**src/include/ssoc_pkg.sv**
```systemverilog
// Package: register map, field layout and types for the stop status output
package ssoc_pkg;
    // Register byte address of the control register
    localparam logic [19:0] SSOC_CTRL_ADDR = 20'hF02CA;
    // Reset value of the control register
    localparam logic [7:0] SSOC_CTRL_RESET = 8'h00;
    // Field positions
    localparam int SSOC_BIT_ENABLE = 7;
    localparam int SSOC_BIT_LEVEL = 4;
    localparam int SSOC_BIT_SELECT = 0;
    // Mask of implemented bits (all others read zero)
    localparam logic [7:0] SSOC_IMPL_MASK = 8'h91;
    // Pin select values
    localparam logic SSOC_SEL_FIRST = 1'b0;
    localparam logic SSOC_SEL_SECOND = 1'b1;

    // Register bus request
    typedef struct packed {
        logic [19:0] addr;
        logic [7:0] wdata;
        logic [7:0] bit_mask;
        logic wr;
        logic rd;
    } ssoc_req_s;

    // Latch update request toward the pin stage
    typedef struct packed {
        logic load;
        logic level;
        logic select;
    } ssoc_pin_s;
endpackage : ssoc_pkg

```
**src/hdl/ssoc_pin_latch.sv**
```systemverilog
// File: port latches of the two candidate pins
`timescale 1ns/1ps
module ssoc_pin_latch
    import ssoc_pkg::*;
(
    input wire logic i_ref_clk,
    input wire logic i_reset_n,
    input wire ssoc_pin_s i_upd,
    input wire logic i_sw_first_wr,
    input wire logic i_sw_first_val,
    input wire logic i_sw_second_wr,
    input wire logic i_sw_second_val,
    output logic o_first_candidate_port_pin,
    output logic o_second_candidate_port_pin
);
    // Latch state
    logic first_q, first_d;
    logic second_q, second_d;

    // --------------------------------------------------------------
    // Next latch values
    // --------------------------------------------------------------
    // Wake update wins over a port write in the same cycle
    always_comb begin
        first_d = first_q;
        second_d = second_q;
        if (i_sw_first_wr) begin
            first_d = i_sw_first_val;
        end
        if (i_sw_second_wr) begin
            second_d = i_sw_second_val;
        end
        if (i_upd.load) begin
            // Route to selected pin drive level
            if (i_upd.select == SSOC_SEL_SECOND) begin
                second_d = i_upd.level;
            end else begin
                first_d = i_upd.level;
            end
        end
    end

    // Register the latches
    always_ff @(posedge i_ref_clk or negedge i_reset_n) begin
        if (!i_reset_n) begin
            first_q <= 1'b0;
            second_q <= 1'b0;
        end else begin
            first_q <= first_d;
            second_q <= second_d;
        end
    end

    assign o_first_candidate_port_pin = first_q;
    assign o_second_candidate_port_pin = second_q;

    a_second_route: assert property (
        @(posedge i_ref_clk) disable iff (!i_reset_n)
        i_upd.load && i_upd.select |=> second_q == $past(i_upd.level))
        else $error("second pin not loaded");
    a_first_route: assert property (
        @(posedge i_ref_clk) disable iff (!i_reset_n)
        i_upd.load && !i_upd.select |=> first_q == $past(i_upd.level))
        else $error("first pin not loaded");
endmodule : ssoc_pin_latch

```
**src/hdl/ssoc_top.sv**
```systemverilog
// File: stop status output control block, register and wake logic
`timescale 1ns/1ps
module ssoc_top
    import ssoc_pkg::*;
#(
    parameter bit SMALL_PACKAGE = 1'b0 // Select bit reserved when set
) (
    input wire logic i_ref_clk,
    input wire logic i_reset_n,
    input wire logic [19:0] i_addr,
    input wire logic [7:0] i_wdata,
    input wire logic [7:0] i_bit_mask,
    input wire logic i_wr,
    input wire logic i_rd,
    output logic [7:0] o_rdata,
    input wire logic i_global_write_protect,
    input wire logic i_stop_release,
    input wire logic i_snooze_exit,
    input wire logic i_first_latch_wr,
    input wire logic i_first_latch_val,
    input wire logic i_second_latch_wr,
    input wire logic i_second_latch_val,
    output logic o_first_candidate_port_pin,
    output logic o_second_candidate_port_pin,
    output logic o_wake_output_enable,
    output logic o_wake_output_level
);
    // ------------------------------------------------------------
    // Bus request bundle
    // ------------------------------------------------------------
    ssoc_req_s req;
    assign req = '{addr: i_addr, wdata: i_wdata, bit_mask: i_bit_mask,
                   wr: i_wr, rd: i_rd};

    // Control register and read data
    logic [7:0] ctrl_q, ctrl_d;
    logic [7:0] rdata_q, rdata_d;
    // Wake event pending one cycle, captured selection
    ssoc_pin_s upd_q, upd_d;
    // Decoded hits
    logic hit;
    logic wake_ev;
    logic [7:0] writable;
    logic [7:0] merged;
    // Final next value with the level bit settled
    logic [7:0] ctrl_d_fix;

    // ------------------------------------------------------------
    // Address decode and write merge
    // ------------------------------------------------------------
    always_comb begin
        hit = 1'b0;
        if (req.addr == SSOC_CTRL_ADDR) begin
            hit = 1'b1;
        end
        // Unused bits never writable, select reserved in the small package
        writable = SSOC_IMPL_MASK;
        if (SMALL_PACKAGE) begin
            writable[SSOC_BIT_SELECT] = 1'b0;
        end
        // Only addressed bits change on a bit write
        merged = (ctrl_q & ~req.bit_mask) | (req.wdata & req.bit_mask);
        wake_ev = i_stop_release | i_snooze_exit;
    end

    // ------------------------------------------------------------
    // Control register next value
    // ------------------------------------------------------------
    always_comb begin
        ctrl_d = ctrl_q;
        if (req.wr && hit && !i_global_write_protect) begin
            ctrl_d = merged & writable;
        end
        // Level bit is settled in ctrl_d_fix, where the toggle
        // wins over a simultaneous write
    end

    // ------------------------------------------------------------
    // Wake event staging: latch load and toggle share one cycle
    // ------------------------------------------------------------
    // upd_q.load marks a pin load, upd_q.select reused only with load;
    // a toggle-only request uses a separate flag below
    logic tog_q, tog_d;
    always_comb begin
        upd_d = '0;
        tog_d = wake_ev;
        // Drive only on stop release with enable set
        if (i_stop_release && ctrl_q[SSOC_BIT_ENABLE]) begin
            upd_d.load = 1'b1;
            upd_d.select = ctrl_q[SSOC_BIT_SELECT];
        end
        upd_d.level = ctrl_q[SSOC_BIT_LEVEL];
    end

    // ------------------------------------------------------------
    // Read data, one cycle after the strobe
    // ------------------------------------------------------------
    always_comb begin
        rdata_d = 8'h00;
        if (req.rd && hit) begin
            rdata_d = ctrl_q;
        end
    end

    // Register control, read data and wake staging state
    always_ff @(posedge i_ref_clk or negedge i_reset_n) begin
        if (!i_reset_n) begin
            ctrl_q <= SSOC_CTRL_RESET;
            rdata_q <= 8'h00;
            upd_q <= '0;
            tog_q <= 1'b0;
        end else begin
            ctrl_q <= ctrl_d_fix;
            rdata_q <= rdata_d;
            upd_q <= upd_d;
            tog_q <= tog_d;
        end
    end

    // Toggle applied in the cycle the pin is loaded
    always_comb begin
        ctrl_d_fix = ctrl_d;
        ctrl_d_fix[SSOC_BIT_LEVEL] = ctrl_q[SSOC_BIT_LEVEL];
        if (req.wr && hit && !i_global_write_protect) begin
            ctrl_d_fix[SSOC_BIT_LEVEL] = merged[SSOC_BIT_LEVEL];
        end
        if (tog_q) begin
            ctrl_d_fix[SSOC_BIT_LEVEL] = ~ctrl_q[SSOC_BIT_LEVEL];
        end
    end

    // ------------------------------------------------------------
    // Port latch stage
    // ------------------------------------------------------------
    ssoc_pin_latch u_latch (
        .i_ref_clk(i_ref_clk),
        .i_reset_n(i_reset_n),
        .i_upd(upd_q),
        .i_sw_first_wr(i_first_latch_wr),
        .i_sw_first_val(i_first_latch_val),
        .i_sw_second_wr(i_second_latch_wr),
        .i_sw_second_val(i_second_latch_val),
        .o_first_candidate_port_pin(o_first_candidate_port_pin),
        .o_second_candidate_port_pin(o_second_candidate_port_pin)
    );

    assign o_rdata = rdata_q;
    assign o_wake_output_enable = ctrl_q[SSOC_BIT_ENABLE];
    assign o_wake_output_level = ctrl_q[SSOC_BIT_LEVEL];

    // ------------------------------------------------------------
    // Check helpers
    // ------------------------------------------------------------
    // A write that the register takes this cycle
    logic wr_ok;
    // Wake events of the last two cycles, newest in bit 0
    logic [1:0] wake_hist_q, wake_hist_d;
    // Enabled stop releases of the last two cycles, newest in bit 0
    logic [1:0] load_hist_q, load_hist_d;

    // Accepted write and event history
    always_comb begin
        wr_ok = req.wr && hit && !i_global_write_protect;
        wake_hist_d = {wake_hist_q[0], wake_ev};
        load_hist_d = {load_hist_q[0],
                       i_stop_release && ctrl_q[SSOC_BIT_ENABLE]};
    end

    // Shift the history along, cleared by reset
    always_ff @(posedge i_ref_clk or negedge i_reset_n) begin
        if (!i_reset_n) begin
            wake_hist_q <= 2'b00;
            load_hist_q <= 2'b00;
        end else begin
            wake_hist_q <= wake_hist_d;
            load_hist_q <= load_hist_d;
        end
    end

    // ------------------------------------------------------------
    // Register access checks
    // ------------------------------------------------------------
    // Read data is the register of the strobe cycle
    a_read_data: assert property (
        @(posedge i_ref_clk) disable iff (!i_reset_n)
        i_rd && i_addr == SSOC_CTRL_ADDR |=> o_rdata == $past(ctrl_q))
        else $error("read data wrong");
    // Without a read hit the read data rests at zero
    a_rdata_idle: assert property (
        @(posedge i_ref_clk) disable iff (!i_reset_n)
        !(i_rd && hit) |=> o_rdata == 8'h00)
        else $error("read data not zero");
    // A byte write lands with the unimplemented bits cleared
    a_write_lands: assert property (
        @(posedge i_ref_clk) disable iff (!i_reset_n)
        wr_ok && !tog_q && (&i_bit_mask)
        |=> ctrl_q == ($past(i_wdata) & writable))
        else $error("byte write lost");
    // A write that leaves the enable lane out keeps the enable bit
    a_bit_keep: assert property (
        @(posedge i_ref_clk) disable iff (!i_reset_n)
        wr_ok && !i_bit_mask[SSOC_BIT_ENABLE]
        |=> $stable(ctrl_q[SSOC_BIT_ENABLE]))
        else $error("bit write touched other bit");

    // ------------------------------------------------------------
    // Write protect checks
    // ------------------------------------------------------------
    // Protected write leaves the register as it was
    a_protect_hold: assert property (
        @(posedge i_ref_clk) disable iff (!i_reset_n)
        i_wr && i_global_write_protect && !tog_q |=> $stable(ctrl_q))
        else $error("write under protect changed register");
    // Enable bit moves only on a taken write
    a_protect_enable: assert property (
        @(posedge i_ref_clk) disable iff (!i_reset_n)
        !wr_ok |=> $stable(ctrl_q[SSOC_BIT_ENABLE]))
        else $error("enable changed without write");

    // ------------------------------------------------------------
    // Wake staging checks
    // ------------------------------------------------------------
    // Level bit flips two edges after each wake event
    a_level_toggle: assert property (
        @(posedge i_ref_clk) disable iff (!i_reset_n)
        wake_ev |=> ##1 ctrl_q[SSOC_BIT_LEVEL] != $past(ctrl_q[SSOC_BIT_LEVEL]))
        else $error("level not toggled");
    // Same flip, seen through the event history
    a_hist_toggle: assert property (
        @(posedge i_ref_clk) disable iff (!i_reset_n)
        wake_hist_q[1]
        |-> ctrl_q[SSOC_BIT_LEVEL] != $past(ctrl_q[SSOC_BIT_LEVEL]))
        else $error("level not flipped after event");
    // Toggle request always flips the level bit, even over a write
    a_toggle_apply: assert property (
        @(posedge i_ref_clk) disable iff (!i_reset_n)
        tog_q |=> ctrl_q[SSOC_BIT_LEVEL] != $past(ctrl_q[SSOC_BIT_LEVEL]))
        else $error("toggle request lost");
    // Stop release with enable clear loads nothing
    a_no_enable: assert property (
        @(posedge i_ref_clk) disable iff (!i_reset_n)
        i_stop_release && !ctrl_q[SSOC_BIT_ENABLE] |=> !upd_q.load)
        else $error("pin load without enable");
    // Snooze exit alone never loads a pin
    a_snooze_no_load: assert property (
        @(posedge i_ref_clk) disable iff (!i_reset_n)
        i_snooze_exit && !i_stop_release |=> !upd_q.load)
        else $error("pin load on snooze exit");
    // Every wake event raises the toggle request
    a_wake_stage: assert property (
        @(posedge i_ref_clk) disable iff (!i_reset_n)
        wake_ev |=> tog_q)
        else $error("toggle request missing");
    // Pin load never comes without its toggle
    a_load_with_toggle: assert property (
        @(posedge i_ref_clk) disable iff (!i_reset_n)
        upd_q.load |-> tog_q)
        else $error("load and toggle apart");
    // Level bit flips on the edge that loads the pin
    a_load_flip: assert property (
        @(posedge i_ref_clk) disable iff (!i_reset_n)
        upd_q.load |=> ctrl_q[SSOC_BIT_LEVEL] != $past(ctrl_q[SSOC_BIT_LEVEL]))
        else $error("load without level flip");

    // ------------------------------------------------------------
    // Pin routing checks
    // ------------------------------------------------------------
    // Enabled release with select zero loads the first pin
    a_pin_first: assert property (
        @(posedge i_ref_clk) disable iff (!i_reset_n)
        load_hist_q[1] && !$past(ctrl_q[SSOC_BIT_SELECT], 2) |->
        o_first_candidate_port_pin == $past(ctrl_q[SSOC_BIT_LEVEL], 2))
        else $error("first pin level wrong");
    // Enabled release with select one loads the second pin
    a_pin_second: assert property (
        @(posedge i_ref_clk) disable iff (!i_reset_n)
        load_hist_q[1] && $past(ctrl_q[SSOC_BIT_SELECT], 2) |->
        o_second_candidate_port_pin == $past(ctrl_q[SSOC_BIT_LEVEL], 2))
        else $error("second pin level wrong");
    // First pin holds unless loaded or written
    a_pin_keep: assert property (
        @(posedge i_ref_clk) disable iff (!i_reset_n)
        !upd_q.load && !i_first_latch_wr
        |=> $stable(o_first_candidate_port_pin))
        else $error("first pin moved by itself");
    // Second pin holds unless loaded or written
    a_pin_hold: assert property (
        @(posedge i_ref_clk) disable iff (!i_reset_n)
        !upd_q.load && !i_second_latch_wr
        |=> $stable(o_second_candidate_port_pin))
        else $error("second pin moved by itself");

    // ------------------------------------------------------------
    // Reset and reserved bit checks
    // ------------------------------------------------------------
    // Unused bits read and stay zero
    a_unused_zero: assert property (
        @(posedge i_ref_clk) disable iff (!i_reset_n)
        (ctrl_q & ~SSOC_IMPL_MASK) == 8'h00)
        else $error("unused bit set");
    // Reserved select bit stays zero in the small package
    a_small_select: assert property (
        @(posedge i_ref_clk) disable iff (!i_reset_n)
        SMALL_PACKAGE |-> !ctrl_q[SSOC_BIT_SELECT])
        else $error("reserved select set");
    // Register is clear at the first edge after reset
    a_reset_zero: assert property (
        @(posedge i_ref_clk)
        $rose(i_reset_n) |-> ctrl_q == SSOC_CTRL_RESET)
        else $error("register not cleared");
endmodule : ssoc_top

```
**config.mk**
```make
export PLATFORM = sky130hd
export DESIGN_NAME = ssoc_top
export DESIGN_NICKNAME = d
export VERILOG_FILES = /design/src/include/ssoc_pkg.sv /design/src/hdl/ssoc_pin_latch.sv /design/src/hdl/ssoc_top.sv
export SDC_FILE = /design/constraint.sdc
export NUM_CORES = 1
export LEC_CHECK = 0
export ABC_AREA = 1
export BUFFER_PORTS_ARGS = -buffer_cell sky130_fd_sc_hd__buf_2
export CAP_MARGIN = 40
export CORE_ASPECT_RATIO = 1.1
export CORE_MARGIN = 10
export CORE_UTILIZATION = 35
export CTS_CLUSTER_SIZE = 8
export DETAILED_ROUTE_END_ITERATION = 10
export PLACE_DENSITY = 0.76
export SKIP_CTS_REPAIR_TIMING = 1
export SLEW_MARGIN = 10
export SYNTH_ARGS = -nofsm -noshare
export SYNTH_HDL_FRONTEND = slang
export SYNTH_SLANG_ARGS = --single-unit
```
**constraint.sdc**
```tcl
create_clock -name i_ref_clk -period 1.1 [get_ports i_ref_clk]
set_clock_uncertainty 0.1 [all_clocks]
set_input_delay 0.275 -clock i_ref_clk [delete_from_list [all_inputs] [get_ports i_ref_clk]]
set_output_delay 0.275 -clock i_ref_clk [all_outputs]
set_load 0.005 [all_outputs]
```
==> impl_metrics.env, run 1 <==
export IMPL_cp_depth=1
export IMPL_drv_slew=0
export IMPL_ant_nets=0
export IMPL_cts_root_buf="clkbuf_4"
export IMPL_dpl_hpwl_um=1500
export IMPL_cts_buffers=3
export IMPL_cp_end_kind="output pin"
export IMPL_p_leak_nw=0.576
export IMPL_power_frac_comb_pct=16.8
export IMPL_synth_simple_gate_area_share_pct=29.4
export IMPL_cp_top_family="flip-flops"
export IMPL_gp_congestion=0.694
export IMPL_fmax_mhz=853
export IMPL_grt_max_degree=13
export IMPL_htreeDepth=1
export IMPL_hold_viol_final=0
export IMPL_setup_viol=7
export IMPL_synth_area_leaders="dfrtp_1 47%, inv_1 13%, nand2_1 11%"
export IMPL_status="finished, violations left"
export IMPL_grt_pass1_vias=725
export IMPL_fin_util_pct=52.8
export IMPL_drt_iter0_drc=8
export IMPL_clk_latency_ns=0.28
export IMPL_power_density_mw_per_mm2=1080
export IMPL_drive_above_1_share_pct=38.7
export IMPL_grt_util_all_layers_pct=8.85
export IMPL_power_frac_seq_pct=48.2
export IMPL_p_int_uw=761
export IMPL_crit_type="reg -> out"
export IMPL_cap_violations=0
export IMPL_arrival_ns=0.80
export IMPL_nNetsFinal=185
export IMPL_crit_buf_inv=1
export IMPL_required_ns=0.72
export IMPL_slowest_delay_ns=0.39
export IMPL_synth_compound_area_share_pct=4.09
export IMPL_path_cells="buf_2"
export IMPL_ir_drop_uv=480
export IMPL_cts_buffer_depth=2
export IMPL_synth_area_mux_share_pct=0
export IMPL_design_die_area_mm2=0.00395
export IMPL_yosysWarnings=0
export IMPL_fp_row_count=16
export IMPL_clk_pin_slew_ns=0.07
export IMPL_drt_wirelength_per_cell_um=11.0
export IMPL_hold_depth=2
export IMPL_synthXorXnorAreaFrac_pct=0
export IMPL_synth_cell_types=16
export IMPL_synth_enable_flop_cells=0
export IMPL_gr_total_overflow=0
export IMPL_synth_most_common_cell="inv_1"
export IMPL_place_ws_ns=-0.243
export IMPL_grt_pass1_wl_um=2780
export IMPL_min_period_ns=1.17
export IMPL_n_antenna_cell=0
export IMPL_wl_um=1700
export IMPL_syn_to_final_growth_pct=44.7
export IMPL_synth_top_area_cell="dfrtp_1"
export IMPL_drcViolationCount=0
export IMPL_firstDrtPassIters=3
export IMPL_startpoint_type="register"
export IMPL_power_share_clock_pct=35.0
export IMPL_netlist_instances=88
export IMPL_cts_sinks=12
export IMPL_die_h_um=65.0
export IMPL_ys_seq_elements=12
export IMPL_synth_area_per_cell_um2=7.31
export IMPL_ys_seq_area_share_pct=46.7
export IMPL_fin_ws_ns=-0.0730
export IMPL_slowest_stage="dfrtp_1"
export IMPL_reg2reg_depth=2
export IMPL_reg2reg_slack_ns=0.15
export IMPL_start_util_pct=36.5
export IMPL_antenna_found_initial=0
export IMPL_synth_commonest_cells="23 x inv_1, 18 x nand2_1, 13 x nor2_1"
export IMPL_core_mm2=0.00176
export IMPL_ios=59
export IMPL_async_reset_ff_share_pct=100
export IMPL_vias_per_cell=4.41
export IMPL_synth_top_family_by_area="simple AND/OR/NAND/NOR gates"
export IMPL_worstPathMaxFanout=3
export IMPL_numPortBuffers=43
export IMPL_hp_class="in -> reg"
export IMPL_tritoncts="yes"
export IMPL_violations="negative setup slack"
export IMPL_num_vias=684
export IMPL_rsz0062_at_grt="true"
export IMPL_yosys_most_used_dff="dfrtp_1"
export IMPL_p_switching_uw=244
export IMPL_chipWidth_um=60.9
export IMPL_swShare_pct=24.3
export IMPL_finalCritPeriodShare_pct=107
export IMPL_synth_top_cell_area_share_pct=46.7
export IMPL_synth_area_um2=643
export IMPL_synth_adder_area_share_pct=0
-- power by group through the flow --
stage	Combinational, mW	Clock (mW)	Sequential [mW]
2_1_floorplan	0.0743	0	0.494
3_3_place_gp	0.160	0	0.492
3_5_place_dp	0.167	0	0.493
4_1_cts	0.167	0.369	0.484
5_1_grt	0.194	0.385	0.491
6_report	0.169	0.352	0.484
-- worst paths after layout --
| path | end | startpoint |
|---|---|---|
| min | tog_q$_DFF_PN0_ | i_snooze_exit |
| max in group asynchronous | async pin | i_reset_n |
| max reg2reg | u_latch.o_second_candidate_port_pin$_DFF_PN0_ | upd_q[2]$_DFF_PN0_ |
| min reg2reg | upd_q[1]$_DFF_PN0_ | register |
| max | o_wake_output_level | register |
| min in group asynchronous | upd_q[1]$_DFF_PN0_ | i_reset_n |
-- per-stage QoR --
step | cells | area (um^2) | hold slack (ns) | TNS [ns] | power [mW]
after floorplan | 92 | 658 | -0.121 | -0.242 | 0.569
after global routing | 155 | 931 | 0.0867 | -0.733 | 1.07
after detailed placement | 149 | 866 | 0.0664 | -1.33 | 0.660
after global placement | 149 | 866 | 0.0566 | -1.30 | 0.652
final | 155 | 931 | 0.0960 | -0.346 | 1.00
after CTS | 153 | 902 | -0.242 | -0.466 | 1.02
-- cell type report --
type / count / area (um^2)
well taps: 18 / 22.5
clock buffers: 4 / 36.3
flip-flops and latches: 12 / 300
fillers: 181 / 831
multi-input cells: 52 / 239
inverters: 23 / 86.3
repair buffers: 46 / 246
-- layer usage --
| layer | vias up | routed length [um] | track usage [%] |
|---|---|---|---|
| met4 | 0 | 37 | 5.77 |
| met5 | - | 0 | 0 |
| met1 | 289 | 708 | 10.3 |
| met3 | 3 | 321 | 5.85 |
| li1 | 347 | - | - |
| met2 | 45 | 633 | 11.4 |
-- cells by family (layout without fill, tap and decap cells) --
| group | Yosys count | count (layout) |
|---|---|---|
| flops | 12 | 12 |
| other cells | 1 | 5 |
| buf+inv | 28 | 73 |
| compound gates | 4 | 4 |
| simple gates | 43 | 43 |
-- cell usage in the layout (no fill, tap or decap), drive strengths merged, types with 2 or more instances in the layout --
cell    count
buf        45
clkbuf      4
conb        5
dfrtp      12
inv        23
nand2      18
nand3       5
nand4       3
nor2       14
or2         2
-- worst register-to-register path, delay by kind of cell, from the launching register on --
kind,cells,cell delay (ns)
AOI/OAI and AO/OA,2,0.33
DFF,1,0.40
Power figures use the tool's default switching activity.
==> run 2, diff against run 1 <==
- CORE_UTILIZATION: 35 -> 34
- CTS_BUF_LIST: unset -> sky130_fd_sc_hd__clkbuf_4 sky130_fd_sc_hd__clkbuf_8
- GPL_ROUTABILITY_DRIVEN: unset -> 0
- PLACE_DENSITY: 0.76 -> 0.78
- clock period: 1.1 -> 1 ns (I/O delays scaled with it)
==> impl_metrics.env, run 2 (synthesized netlist as in run 1, its figures left out) <==
export IMPL_status="finished, violations left"
export IMPL_violations="negative setup slack"
export IMPL_top_usage_layer="met2"
export IMPL_fmax_mhz=873
export IMPL_use_met1_pct=8.44
export IMPL_firstDrtPassIters=3
export IMPL_chipWidth_um=61.5
export IMPL_grt_pass1_vias=711
export IMPL_power_share_clock_pct=27.7
export IMPL_drv_slew=0
export IMPL_nNetsFinal=186
export IMPL_drive_above_1_share_pct=40.1
export IMPL_drt_wirelength_per_cell_um=11.3
export IMPL_grt_max_degree=13
export IMPL_die_h_um=65.6
export IMPL_fin_ws_ns=-0.146
export IMPL_holdWs_ns=0.0776
export IMPL_setup_viol=10
export IMPL_worstPathMaxFanout=3
export IMPL_n_fill_cell=188
export IMPL_cts_buffer_depth=2
export IMPL_p_switching_uw=256
export IMPL_antenna_found_initial=0
export IMPL_syn_to_final_growth_pct=45.1
export IMPL_finalSetupTns_ns=-0.862
export IMPL_required_ns=0.65
export IMPL_min_period_ns=1.15
export IMPL_grt_pass1_wl_um=2620
export IMPL_cp_top_family="flip-flops"
export IMPL_startpoint_type="register"
export IMPL_fin_util_pct=52.4
export IMPL_final_common_cell="buf_2"
export IMPL_ir_drop_uv=401
export IMPL_drcViolationCount=0
export IMPL_power_frac_seq_pct=51.8
export IMPL_ant_nets=0
export IMPL_grt_util_all_layers_pct=8.40
export IMPL_cp_end_kind="output pin"
export IMPL_power_density_mw_per_mm2=1100
export IMPL_gr_total_overflow=0
export IMPL_dpl_hpwl_um=1540
export IMPL_use_met2_pct=12.1
export IMPL_use_met3_pct=6.35
export IMPL_cts_sinks=12
export IMPL_arrival_ns=0.80
export IMPL_ios=59
export IMPL_num_vias=675
export IMPL_wl_um=1750
export IMPL_core_mm2=0.00178
export IMPL_start_util_pct=36.1
export IMPL_finalCritPeriodShare_pct=115
export IMPL_drt_iter0_drc=5
export IMPL_tritoncts="yes"
export IMPL_swShare_pct=24.9
export IMPL_power_frac_comb_pct=20.4
export IMPL_slowest_stage="dfrtp_1"
export IMPL_placed_area_um2=866
export IMPL_instances_no_fill=155
export IMPL_final_cell_mix="42 x buf_2, 23 x inv_1, 17 x nand2_1"
export IMPL_numPlacedInstances=149
export IMPL_hold_viol_final=0
export IMPL_place_ws_ns=-0.318
export IMPL_final_area_um2=933
export IMPL_p_leak_nw=0.575
export IMPL_cap_violations=0
export IMPL_fp_row_count=16
export IMPL_vias_per_cell=4.35
export IMPL_n_antenna_cell=0
export IMPL_clk_latency_ns=0.27
export IMPL_crit_type="reg -> out"
export IMPL_crit_buf_inv=1
export IMPL_clk_pin_slew_ns=0.07
export IMPL_path_cells="buf_2"
export IMPL_p_int_uw=772
export IMPL_design_die_area_mm2=0.00403
export IMPL_numPortBuffers=43
export IMPL_rsz0062_at_grt="true"
export IMPL_total_power_mw=1.03
export IMPL_cts_buffers=3
export IMPL_htreeDepth=1
export IMPL_hp_class="in -> reg"
export IMPL_slowest_delay_ns=0.39
export IMPL_cts_root_buf="clkbuf_4"
run 2: final cells by class:
class	instances	area (um^2)	area share, %
clock buffer	3	22.5	2.41
inverter	23	86.3	9.25
multi-input combinational	52	248	26.5
sequential	12	300	32.2
tap	18	22.5	2.41
timing repair buffer	47	254	27.2
run 2: power groups by stage:
stage	Sequential (mW)	Combinational (mW)	Clock (mW)
after floorplan	0.544	0.0817	0
after global placement	0.542	0.175	0
after detailed placement	0.542	0.182	0
after CTS	0.533	0.183	0.295
after global routing	0.536	0.240	0.320
final	0.533	0.210	0.285
run 2: metal layers:
| layer | share of wire, % | wire (um) |
|---|---|---|
| met2 | 40 | 692 |
| met1 | 40 | 705 |
| met3 | 18 | 321 |
| met5 | 0 | 0 |
| met4 | 1.6 | 28 |
run 2: worst register-to-register path: stages, from the launching register on:
cell and delay [ns]:
dfrtp_1 0.38, buf_4 0.14, inv_1 0.09, nor2_1 0.05, nand2_1 0.06, nand3_1 0.06
run 2: worst paths after layout:
check,from,endpoint,slack (ns),cells past startpoint
max in group asynchronous,i_reset_n,u_latch.o_first_candidate_port_pin$_DFF_PN0_,0.31,2
worst max register to register,register,register,0.02,5
min in group asynchronous,i_reset_n,u_latch.o_second_candidate_port_pin$_DFF_PN0_,0.28,2
worst max-delay path,register,o_wake_output_enable,-0.15,1
worst min register to register,register,upd_q[1]$_DFF_PN0_,0.39,1
worst min-delay path,i_snooze_exit,tog_q$_DFF_PN0_,0.08,2
